$ cat src/hw/tli_pkg.sv
package tli_pkg;

	// Source count and widths
	localparam int NUM_SRC     = 19;
	localparam int IDX_W       = 5;
	localparam int VEC_W       = 16;
	localparam int BASE_EN_W   = 7;
	localparam int GLOBAL_EN_BIT = 7;

	// Vector layout: base plus index times eight
	localparam logic [15:0] VEC_BASE     = 16'h0003;
	localparam int          VEC_SHIFT    = 3;
	localparam logic [15:0] VEC_LAST     = 16'h0093;

	// Cycles the core spends on the long call
	localparam logic [2:0]  CALL_CYCLES  = 3'h5;

	// Register byte offsets on the Avalon slave
	localparam logic [7:0]  OFF_ENABLE     = 8'h00;
	localparam logic [7:0]  OFF_EXT_ENABLE = 8'h04;
	localparam logic [7:0]  OFF_PRIORITY   = 8'h08;
	localparam logic [7:0]  OFF_PENDING    = 8'h0C;
	localparam logic [7:0]  OFF_STATUS     = 8'h10;

	// Reset values
	localparam logic [7:0]  ENABLE_RESET   = 8'h00;
	localparam logic [31:0] EXT_EN_RESET   = 32'h0000_0000;
	localparam logic [31:0] PRIO_RESET     = 32'h0000_0000;
	localparam logic [31:0] PEND_RESET     = 32'h0000_0000;

	// Sources whose flag the block clears itself when the call is made
	localparam logic [31:0] HW_CLEAR_MASK  = 32'h0000_000F;

	// Sequencer states
	typedef enum logic [1:0] {
		ST_RUN  = 2'b01,
		ST_CALL = 2'b10
	} tli_state_t;

endpackage

$ cat src/hw/tli_ctrl.sv
// Decided for this implementation: the Avalon-MM slave port and the register offsets.
`timescale 1ns/100ps
module tli_ctrl #(
	parameter int NUM_SRC = tli_pkg::NUM_SRC
) (
	input  wire logic                    mclk,
	input  wire logic                    resetn,
	input  wire logic [7:0]              avs_address,
	input  wire logic                    avs_read,
	input  wire logic                    avs_write,
	input  wire logic [31:0]             avs_writedata,
	input  wire logic [3:0]              avs_byteenable,
	output logic [31:0]                  avs_readdata,
	output logic                         avs_waitrequest,
	input  wire logic [NUM_SRC-1:0]      src_event,
	input  wire logic                    cpu_instr_done,
	input  wire logic                    return_from_isr_instr,
	output logic                         irq_req,
	output logic                         long_call_instr,
	output logic [tli_pkg::VEC_W-1:0]    call_vector,
	output logic [1:0]                   in_service
);
	import tli_pkg::*;

	localparam int EXT_W = NUM_SRC - BASE_EN_W;

	// The extended enable register needs at least one extended source; status word and vector packing need each index to fit in IDX_W bits
	initial begin
		if (NUM_SRC <= BASE_EN_W || NUM_SRC > (1 << IDX_W) || NUM_SRC >= 32) begin
			$error("NUM_SRC out of range for this controller");
		end
	end

	// Expand byte enables into a bit mask
	function automatic logic [31:0] lane_mask(input logic [3:0] be);
		logic [31:0] m;
		m = '0;
		for (int b = 0; b < 4; b++) begin
			m[b*8 +: 8] = {8{be[b]}};
		end
		return m;
	endfunction

	// Merge write data into a register through the lane mask
	function automatic logic [31:0] merge(input logic [31:0] old_v,
	                                      input logic [31:0] new_v,
	                                      input logic [31:0] m);
		return (old_v & ~m) | (new_v & m);
	endfunction

	tli_state_t          state;
	tli_state_t          next_state;
	logic [7:0]          irq_enable_reg;
	logic [EXT_W-1:0]    ext_enable;
	logic [NUM_SRC-1:0]  prio;
	logic [NUM_SRC-1:0]  pend;
	logic [NUM_SRC-1:0]  next_pend;
	logic [2:0]          call_cnt;
	logic                ack_q;
	logic [IDX_W-1:0]    last_idx;
	logic                call_high;

	// Bus slave decode: one wait cycle, then the access completes
	wire                 bus_req   = avs_read | avs_write;
	wire                 wr_fire   = avs_write & ack_q;
	wire                 rd_sample = avs_read & ~ack_q;
	wire [31:0]          wmask     = lane_mask(avs_byteenable);
	wire                 hit_en    = wr_fire & (avs_address == OFF_ENABLE);
	wire                 hit_ext   = wr_fire & (avs_address == OFF_EXT_ENABLE);
	wire                 hit_prio  = wr_fire & (avs_address == OFF_PRIORITY);
	wire                 hit_pend  = wr_fire & (avs_address == OFF_PENDING);

	assign avs_waitrequest = bus_req & ~ack_q;

	// Enables: global bit gates every per-source bit
	wire                 global_irq_enable = irq_enable_reg[GLOBAL_EN_BIT];
	wire [NUM_SRC-1:0]   src_enable = {ext_enable, irq_enable_reg[BASE_EN_W-1:0]};
	wire [NUM_SRC-1:0]   active = pend & src_enable & {NUM_SRC{global_irq_enable}};

	// Preemption window: low may preempt nothing, high only a low routine
	wire                 allow_hi = ~in_service[1];
	wire                 allow_lo = (in_service == 2'b00);

	wire                 arb_valid;
	wire [IDX_W-1:0]     arb_idx;
	wire                 arb_high;

	tli_arbiter #(
		.N  (NUM_SRC),
		.IW (IDX_W)
	) u_arb (
		.mclk        (mclk),
		.resetn      (resetn),
		.active      (active),
		.prio        (prio),
		.allow_hi    (allow_hi),
		.allow_lo    (allow_lo),
		.grant_valid (arb_valid),
		.grant_idx   (arb_idx),
		.grant_high  (arb_high)
	);

	// A call is taken only at an instruction boundary after one detect cycle;
	// the return itself is not a boundary, so one more instruction must run
	wire                 st_run = (state == ST_RUN);
	wire                 take = st_run & cpu_instr_done & irq_req & arb_valid;
	wire [VEC_W-1:0]     next_vector = VEC_BASE +
	                     {{(VEC_W-IDX_W-VEC_SHIFT){1'b0}}, arb_idx, {VEC_SHIFT{1'b0}}};
	wire [NUM_SRC-1:0]   take_onehot = take ? (NUM_SRC'(1) << arb_idx) : '0;
	wire [NUM_SRC-1:0]   hw_clear = take_onehot & HW_CLEAR_MASK[NUM_SRC-1:0];

	// Pending update: hardware events win over any clear in the same cycle
	wire [31:0]          pend_wr = merge(PEND_RESET | 32'(pend), avs_writedata, wmask);
	always_comb begin
		next_pend = pend;
		if (hit_pend) begin
			next_pend = pend_wr[NUM_SRC-1:0];
		end
		next_pend = (next_pend & ~hw_clear) | src_event;
	end

	// Call sequencer: the core is busy for the call cycles after a take
	always_comb begin
		case (state)
			ST_RUN: begin
				next_state = take ? ST_CALL : ST_RUN;
			end
			ST_CALL: begin
				next_state = (call_cnt == 3'h1) ? ST_RUN : ST_CALL;
			end
			default: begin
				next_state = ST_RUN;
			end
		endcase
	end

	// Read data mux, reserved bits read as zero
	wire [31:0]          rd_status = {{(24-IDX_W){1'b0}}, last_idx, 4'h0,
	                                  state == ST_CALL, irq_req, in_service};
	wire [31:0]          rd_mux =
		(avs_address == OFF_ENABLE)     ? {24'h00_0000, irq_enable_reg} :
		(avs_address == OFF_EXT_ENABLE) ? 32'(ext_enable) :
		(avs_address == OFF_PRIORITY)   ? 32'(prio) :
		(avs_address == OFF_PENDING)    ? 32'(pend) :
		(avs_address == OFF_STATUS)     ? rd_status : 32'h0000_0000;

	wire [31:0]          en_wr   = merge({24'h00_0000, irq_enable_reg}, avs_writedata, wmask);
	wire [31:0]          ext_wr  = merge(32'(ext_enable), avs_writedata, wmask);
	wire [31:0]          prio_wr = merge(32'(prio), avs_writedata, wmask);

	// Bus handshake and read data
	always_ff @(posedge mclk) begin
		if (!resetn) begin
			ack_q        <= 1'b0;
			avs_readdata <= 32'h0000_0000;
		end else begin
			ack_q <= bus_req & ~ack_q;
			if (rd_sample) begin
				avs_readdata <= rd_mux;
			end
		end
	end

	// Software configuration registers
	always_ff @(posedge mclk) begin
		if (!resetn) begin
			irq_enable_reg <= ENABLE_RESET;
			ext_enable     <= EXT_EN_RESET[EXT_W-1:0];
			prio           <= PRIO_RESET[NUM_SRC-1:0];
		end else begin
			if (hit_en) begin
				irq_enable_reg <= en_wr[7:0];
			end
			if (hit_ext) begin
				ext_enable <= ext_wr[EXT_W-1:0];
			end
			if (hit_prio) begin
				prio <= prio_wr[NUM_SRC-1:0];
			end
		end
	end

	// Pending flags, sampled every cycle
	always_ff @(posedge mclk) begin
		if (!resetn) begin
			pend <= PEND_RESET[NUM_SRC-1:0];
		end else begin
			pend <= next_pend;
		end
	end

	// Detect stage: one registered cycle between flag and request
	always_ff @(posedge mclk) begin
		if (!resetn) begin
			irq_req <= 1'b0;
		end else begin
			irq_req <= arb_valid;
		end
	end

	// Call strobe and vector
	always_ff @(posedge mclk) begin
		if (!resetn) begin
			long_call_instr <= 1'b0;
			call_vector     <= '0;
			call_high       <= 1'b0;
			last_idx        <= '0;
		end else begin
			long_call_instr <= take;
			if (take) begin
				call_vector <= next_vector;
				call_high   <= arb_high;
				last_idx    <= arb_idx;
			end
		end
	end

	// Sequencer state and call cycle count
	always_ff @(posedge mclk) begin
		if (!resetn) begin
			state    <= ST_RUN;
			call_cnt <= 3'h0;
		end else begin
			state <= next_state;
			if (take) begin
				call_cnt <= CALL_CYCLES;
			end else if (call_cnt != 3'h0) begin
				call_cnt <= call_cnt - 3'h1;
			end
		end
	end

	// Levels in service; a return closes the most recent, i.e. highest, level,
	// which brings a preempted low routine back to the foreground
	always_ff @(posedge mclk) begin
		if (!resetn) begin
			in_service <= 2'b00;
		end else begin
			if (return_from_isr_instr) begin
				if (in_service[1]) begin
					in_service[1] <= 1'b0;
				end else begin
					in_service[0] <= 1'b0;
				end
			end
			// A call in the cycle of a return still opens its level; set wins
			if (take) begin
				if (arb_high) begin
					in_service[1] <= 1'b1;
				end else begin
					in_service[0] <= 1'b1;
				end
			end
		end
	end
endmodule

$ cat src/hw/tli_arbiter.sv
`timescale 1ns/100ps
module tli_arbiter #(
	parameter int N  = tli_pkg::NUM_SRC,
	parameter int IW = tli_pkg::IDX_W
) (
	input  wire logic          mclk,
	input  wire logic          resetn,
	input  wire logic [N-1:0]  active,
	input  wire logic [N-1:0]  prio,
	input  wire logic          allow_hi,
	input  wire logic          allow_lo,
	output logic               grant_valid,
	output logic [IW-1:0]      grant_idx,
	output logic               grant_high
);
	import tli_pkg::*;

	// Lowest set index wins inside a level
	function automatic logic [IW-1:0] first_set(input logic [N-1:0] v);
		logic [IW-1:0] r;
		r = '0;
		for (int i = N - 1; i >= 0; i--) begin
			if (v[i]) begin
				r = IW'(i);
			end
		end
		return r;
	endfunction

	logic [N-1:0] req_hi;
	logic [N-1:0] req_lo;
	wire          any_hi;
	wire          any_lo;

	// Split requests by level and gate by what may preempt now
	for (genvar g = 0; g < N; g++) begin : g_split
		assign req_hi[g] = active[g] & prio[g] & allow_hi;
		assign req_lo[g] = active[g] & ~prio[g] & allow_lo;
	end

	assign any_hi      = |req_hi;
	assign any_lo      = |req_lo;
	assign grant_valid = any_hi | any_lo;
	assign grant_high  = any_hi;
	assign grant_idx   = any_hi ? first_set(req_hi) : first_set(req_lo);
endmodule

$ cat config.mk
export PLATFORM = sky130hd
export DESIGN_NAME = tli_ctrl
export DESIGN_NICKNAME = d
export VERILOG_FILES = /design/src/hw/tli_pkg.sv /design/src/hw/tli_ctrl.sv /design/src/hw/tli_arbiter.sv
export SDC_FILE = /design/constraint.sdc
export NUM_CORES = 1
export LEC_CHECK = 0
export ABC_CLOCK_PERIOD_IN_PS = 2520
export BUFFER_PORTS_ARGS = -buffer_cell sky130_fd_sc_hd__buf_2
export CORE_ASPECT_RATIO = 0.6
export CORE_UTILIZATION = 27
export CTS_BUF_LIST = sky130_fd_sc_hd__clkbuf_8
export DETAILED_ROUTE_END_ITERATION = 6
export SLEW_MARGIN = 10
export SYNTH_ARGS = -nofsm -noshare
export SYNTH_HDL_FRONTEND = slang
export SYNTH_SLANG_ARGS = --single-unit
$ cat constraint.sdc
create_clock -name mclk -period 2.52 [get_ports mclk]
set_clock_uncertainty 0.15 [all_clocks]
set_input_delay 0.252 -clock mclk [delete_from_list [all_inputs] [get_ports mclk]]
set_output_delay 0.252 -clock mclk [all_outputs]
set_load 0.05 [all_outputs]
# Yosys cells after proc, flatten, opt, wreduce, memory -nomap -nowiden

Cells that the tools add are included.

$add $sub $neg: 2
Equal/unequal tests: 7
Reductions and logical operators: 7
Multiplexer cells: 56
Bitwise gates (word level): 125
Shift-type cells: 1

Operators with widths:

| kind                                                | count |
|---|---|
| two-way mux 5 bit                                   | 39 |
| bitwise AND 19 bit                                  | 6 |
| two-way mux 19 bit                                  | 5 |
| bitwise AND 1 bit                                   | 86 |
| OR 19 bit                                           | 3 |
| OR reduction 19 bit                                 | 2 |
| inverter 1 bit                                      | 22 |
| inverter 19 bit                                     | 1 |
| inverter 4 -> 19 bit                                | 1 |
| equality test 8 x 4 -> 1 bit, second input constant | 2 |
| two-way mux 13 bit                                  | 1 |
| bitwise AND 12 bit                                  | 1 |
| OR 12 bit                                           | 1 |
| adder 2 x 8 -> 9 bit, first input constant          | 1 |
| bitwise AND 8 bit                                   | 1 |
| equality test 8 x 3 -> 1 bit, second input constant | 1 |
| equality test 8 x 5 -> 1 bit, second input constant | 1 |
| zero test 8 bit                                     | 1 |
| two-way mux 2 bit                                   | 4 |
| OR 8 bit                                            | 1 |
| two-way mux 3 bit                                   | 2 |
| << shifter 1 x 5 -> 4 bit, first input constant     | 1 |
| two-way mux 4 bit                                   | 1 |
| one-hot mux 2 bit (2 select lines)                  | 1 |
| other kinds (10)                                    | 13 |

Output and inout bits: 53
Word-level logic and storage cells: 212
Register bits: 121
Input bits: 69

# Longest topological paths before layout

Word-level depth: 29
Mapped depth: 9
Mapped depth without buffers: 7

# Cells and area by module

Synthesis repeated with hierarchy kept, for this count alone.

Cells, all modules: 623
Area, all modules: 5266.3 sq um

By module, submodules not included:

| module      | instances | seq. area each (sq um) | area each (sq um) | cells each |
|---|---|---|---|---|
| tli_ctrl    | 1         | 1861.8                 | 4531.8            | 504 |
| tli_arbiter | 1         | 0.0                    | 734.5             | 119 |

# Worst setup path after synthesis

OpenSTA, ideal clock, no wires.

Path type: reg2reg
Start: register in_service[1]
End: register pend[3]
Slack: 97 ps
Path buffers: 2
Arrival: 2146 ps
Required time: 2243 ps
Period minus slack after synthesis: 2423 ps
Library setup time: 127 ps
Cell stages (with the launch flop): 9
Path through: dfxtp_1 or3b_1 buf_6 a21oi_1 nor4_2 a41o_1 buf_2 a211oi_2 a31oi_1

Cells in the longest elaborated chain, start to end: 27
Elaborated cells on any way between the ends: 88
Classes of those cells: shift (1); mux (40); bitwise (44); reduce/logical (3)

RTL lines:

| element                                                  | RTL line                             | RTL |
|---|---|---|
| from (decl)                                              | tli_ctrl.sv:21                       | `output logic [1:0] in_service` |
| from (signal assigned)                                   | tli_ctrl.sv:237                      | `in_service <= 2'b00;` |
| from (signal assigned)                                   | tli_ctrl.sv:241                      | `in_service[1] <= 1'b0;` |
| from (signal assigned)                                   | tli_ctrl.sv:249                      | `in_service[1] <= 1'b1;` |
| zero test 2 bit / inverter 1 bit (equally long branches) | tli_ctrl.sv:82, tli_ctrl.sv:81       |  |
| bitwise AND 1 bit (on tied branches)                     | tli_arbiter.sv:38, tli_arbiter.sv:37 |  |
| two-way mux 5 bit (19 in series)                         | tli_arbiter.sv:23                    | `if (v[i]) begin` |
| two-way mux 5 bit                                        | tli_arbiter.sv:45                    | `assign grant_idx = any_hi ? first_set(req_hi) : first_set(req_lo);` |
| << shifter 1 x 5 -> 4 bit                                | tli_ctrl.sv:109                      | `wire [NUM_SRC-1:0] take_onehot = take ? (NUM_SRC'(1) << arb_idx) : '0;` |
| two-way mux 4 bit *                                      | tli_ctrl.sv:109                      |  |
| inverter 4 -> 19 bit *                                   | tli_ctrl.sv:119                      | `next_pend = (next_pend & ~hw_clear) \| src_event;` |
| bitwise AND 19 bit *                                     | tli_ctrl.sv:119                      |  |
| OR 19 bit *                                              | tli_ctrl.sv:119                      |  |
| to (signal assigned)                                     | tli_ctrl.sv:186                      | `pend <= PEND_RESET[NUM_SRC-1:0];` |
| to (signal assigned)                                     | tli_ctrl.sv:188                      | `pend <= next_pend;` |
| to (decl)                                                | tli_ctrl.sv:56                       | `logic [NUM_SRC-1:0] pend;` |

Every way passes the cells marked *; elsewhere a longest branch is shown, timed or not.
A chain may end at the register's enable or synchronous reset.

# Final worst setup path

Ends and elaborated chain as after synthesis.

==> results.md <==
- Peak Freq: 405 MHz
- Final instance area: 0.00660 sq mm
- Post-CTS setup buffers: 0
- Post-DP HPWL: ~15000 microns
- Total power: 3.29 mW
- FFs w/ async S/R, synth: 0%
- Std cell rows: 38
- CTS sink count: 93
- Critical R2R Launch: in_service[1]
- Min-Delay Path Depth: 3
- Hold Vio Cnt, Final: 0
- Vias in the first global route: 4867
- Synth Area in XOR/XNOR: 0.172%
- Final Wtd Congestion: roughly 0.97
- Total wire length: 19300 microns
- Via/cell ratio: 5.17
- Sequential fraction of the synthesis area: 36.5%
- Hold path start: avs_writedata[8]
- Clock Path Buffers: 2
- Synth Area in Simple Gates: 25.6%
- Die X: 179 microns
- Initial core utilization: 27.9%
- Die Area: 0.0194 sq mm
- Crit start category: register
- GR Overflow Total: 0
- Area leader, netlist: dfxtp_1
- Largest net degree at the start of global routing: 40
- EDFF count, synth: 0
- Count leader, synth: dfxtp_1
- Placement-stage cell area: ~0.006 sq mm
- Final Max Tran Viols: 0
- Top_reg_cell synth: dfxtp_1
- Core Footprint: approximately 0.018 sq mm
- Total GRT Usage: around a fifth
- Synth top area share: roughly 37%
- I/O Pins: 122
- H-tree depth: 3
- Share of layout cells above drive strength 1: 24.2%
- Worst VDD drop: 0.000266 V
- Synth warn: 0
- Final Cycle Share: 98.0%
- Largest family of logic cells by synthesized area: simple AND/OR/NAND/NOR gates
- # nets final: 870
- Register-to-Register Path Depth: 6
- DRC: 18
- Tightest Hold Check Type: in -> reg
- Failing checks: DRC
- Area delta synth->final: 29.5%
- CTS root buf: clkbuf_8
- Ranking of synthesized cells by area: dfxtp_1, a21oi_1, nand3_1, nand2_1, buf_4
- # fillers: 1966
- Mux cell area share after synthesis: 6.83%
- Status: finished with violations
- Slew at the pin closest to its max-slew limit: 877 ps
- Initial DRT Pass Iterations: 7
- Post-synthesis adder-cell area fraction: 1.23%
- Initial antenna violation count: 0
- Max-Cap Viols: 0
- CP Max Fanout: 7
- Fraction of the mapped netlist area in compound gates: 21.0%
- Worst-path clk slew: about 100 ps
- Storage element area: 0.00186 sq mm
- Port Buffers: 85
- Yosys reg bits: 93
- Final core utilization: a little over a third
- Diode count: 0
- Final period demand of the worst path: 2470 ps
- Final setup viols: 0
- Crit Path Class: reg -> reg
- Iteration-0 DRC Markers: 602
- First-pass GRT wire length: ~30000 microns
- DR WL/cell: about 19 microns
- RSZ-0062 raised after global routing: false
- Pwr dens: 499 mW/mm^2
- Slew headroom: 41.5%
- Top cells by count, synth: dfxtp_1, a21oi_1, nand2_1
- Reg2Reg Setup Slack: 50 ps
- Syn_area_per_cell: 7.95 sq um
- Antenna-violating nets left: 0
- CTS tree: built
- Post-Syn Instances: 641
- CP Data Required Time: 2620 ps
- Cts bufs inserted: 9
- Worst EP arrival: 2570 ps
- DR vias: 5382
- Die height: around 110 microns
- CP Capture Type: register
- Multi-input gate area: 0.00289 sq mm
- Netlist cell types: 65
- Hold WS: 11.2 ps
- Leak: around 2.9 nW
- Clk_lat worst skew: 380 ps
- Worst R2R End: pend[3]
- Mapped Area: 0.00510 sq mm
-- cell type report --
cell class / count / area share, %
Clock buffer: 10 / 2.09
Clock inverter: 6 / 1.38
Inverter: 27 / 1.54
Multi-Input combinational cell: 486 / 43.8
Sequential cell: 93 / 28.2
Tap cell: 240 / 4.55
Timing Repair Buffer: 179 / 18.4
-- critical path, stage by stage, from the launching register on --
cell and delay [ps]:
dfxtp_1 400, and2b_1 410, o21ai_0 280, and3_1 350
a41o_2 320, a211oi_2 300, a31oi_1 130
-- metal layers --
metal | track usage, % | part of all wire [%] | wire (microns)
met1 | 34.2 | 54 | 10500
met2 | 24.1 | 33 | 6430
met3 | 7.21 | 12 | 2310
met4 | 3.12 | 0.66 | 128
met5 | 0 | 0 | 0
-- where the power goes --
part           switching [mW]  internal (mW)
registers              0.0509           1.53
logic                   0.357          0.197
clock network           0.567          0.593
-- cell usage in the layout (no fill, tap or decap), types with 11 or more instances in the layout --
| cell type | count |
|---|---|
| dfxtp_1 | 93 |
| buf_2 | 85 |
| a21oi_1 | 80 |
| nand2_1 | 65 |
| buf_4 | 64 |
| nand3_1 | 62 |
| nor2_1 | 41 |
| o21ai_0 | 36 |
| dlygate4sd3_1 | 29 |
| inv_1 | 26 |
| conb_1 | 22 |
| mux2i_1 | 19 |
| mux2_2 | 14 |
| a22oi_1 | 14 |
| nand3b_1 | 11 |
| and3b_1 | 11 |
-- worst max-delay path by stage --
stage	start	to	slack (ps)	depth (start not counted)
2_1_floorplan	in_service[1]	pend[3]	100	8
5_1_grt	pend[9]	pend[2]	8	7
6_report	in_service[1]	pend[3]	50	6
4_1_cts	register	pend[3]	30	6
3_5_place_dp	avs_address[7]	pend[12]	30	7
3_3_place_gp	register	pend[3]	-6	6
-- cells by family after synthesis --
| group | count (synthesis) |
|---|---|
| compound gates | 176 |
| xor+xnor | 1 |
| fa+ha+maj | 5 |
| buf+inv | 83 |
| flops | 93 |
| mux | 33 |
| other cells | 1 |
| simple gates | 249 |
-- what timing repair did --
item                                    CTS  global route
gates resized for setup                   0             3
hold endpoints to repair                 33             0
endpoints found under the setup margin    0             9
hold buffers                             29             0
-- per-stage QoR --
stage	cells	setup slack [ps]	TNS, ps
finish	1041	49.7	0
global placement	996	-5.64	-5.64
floorplan	662	97.0	0
global route	1041	7.94	0
detailed placement	996	33.0	0
CTS	1041	26.9	0
Power figures use the tool's default switching activity.
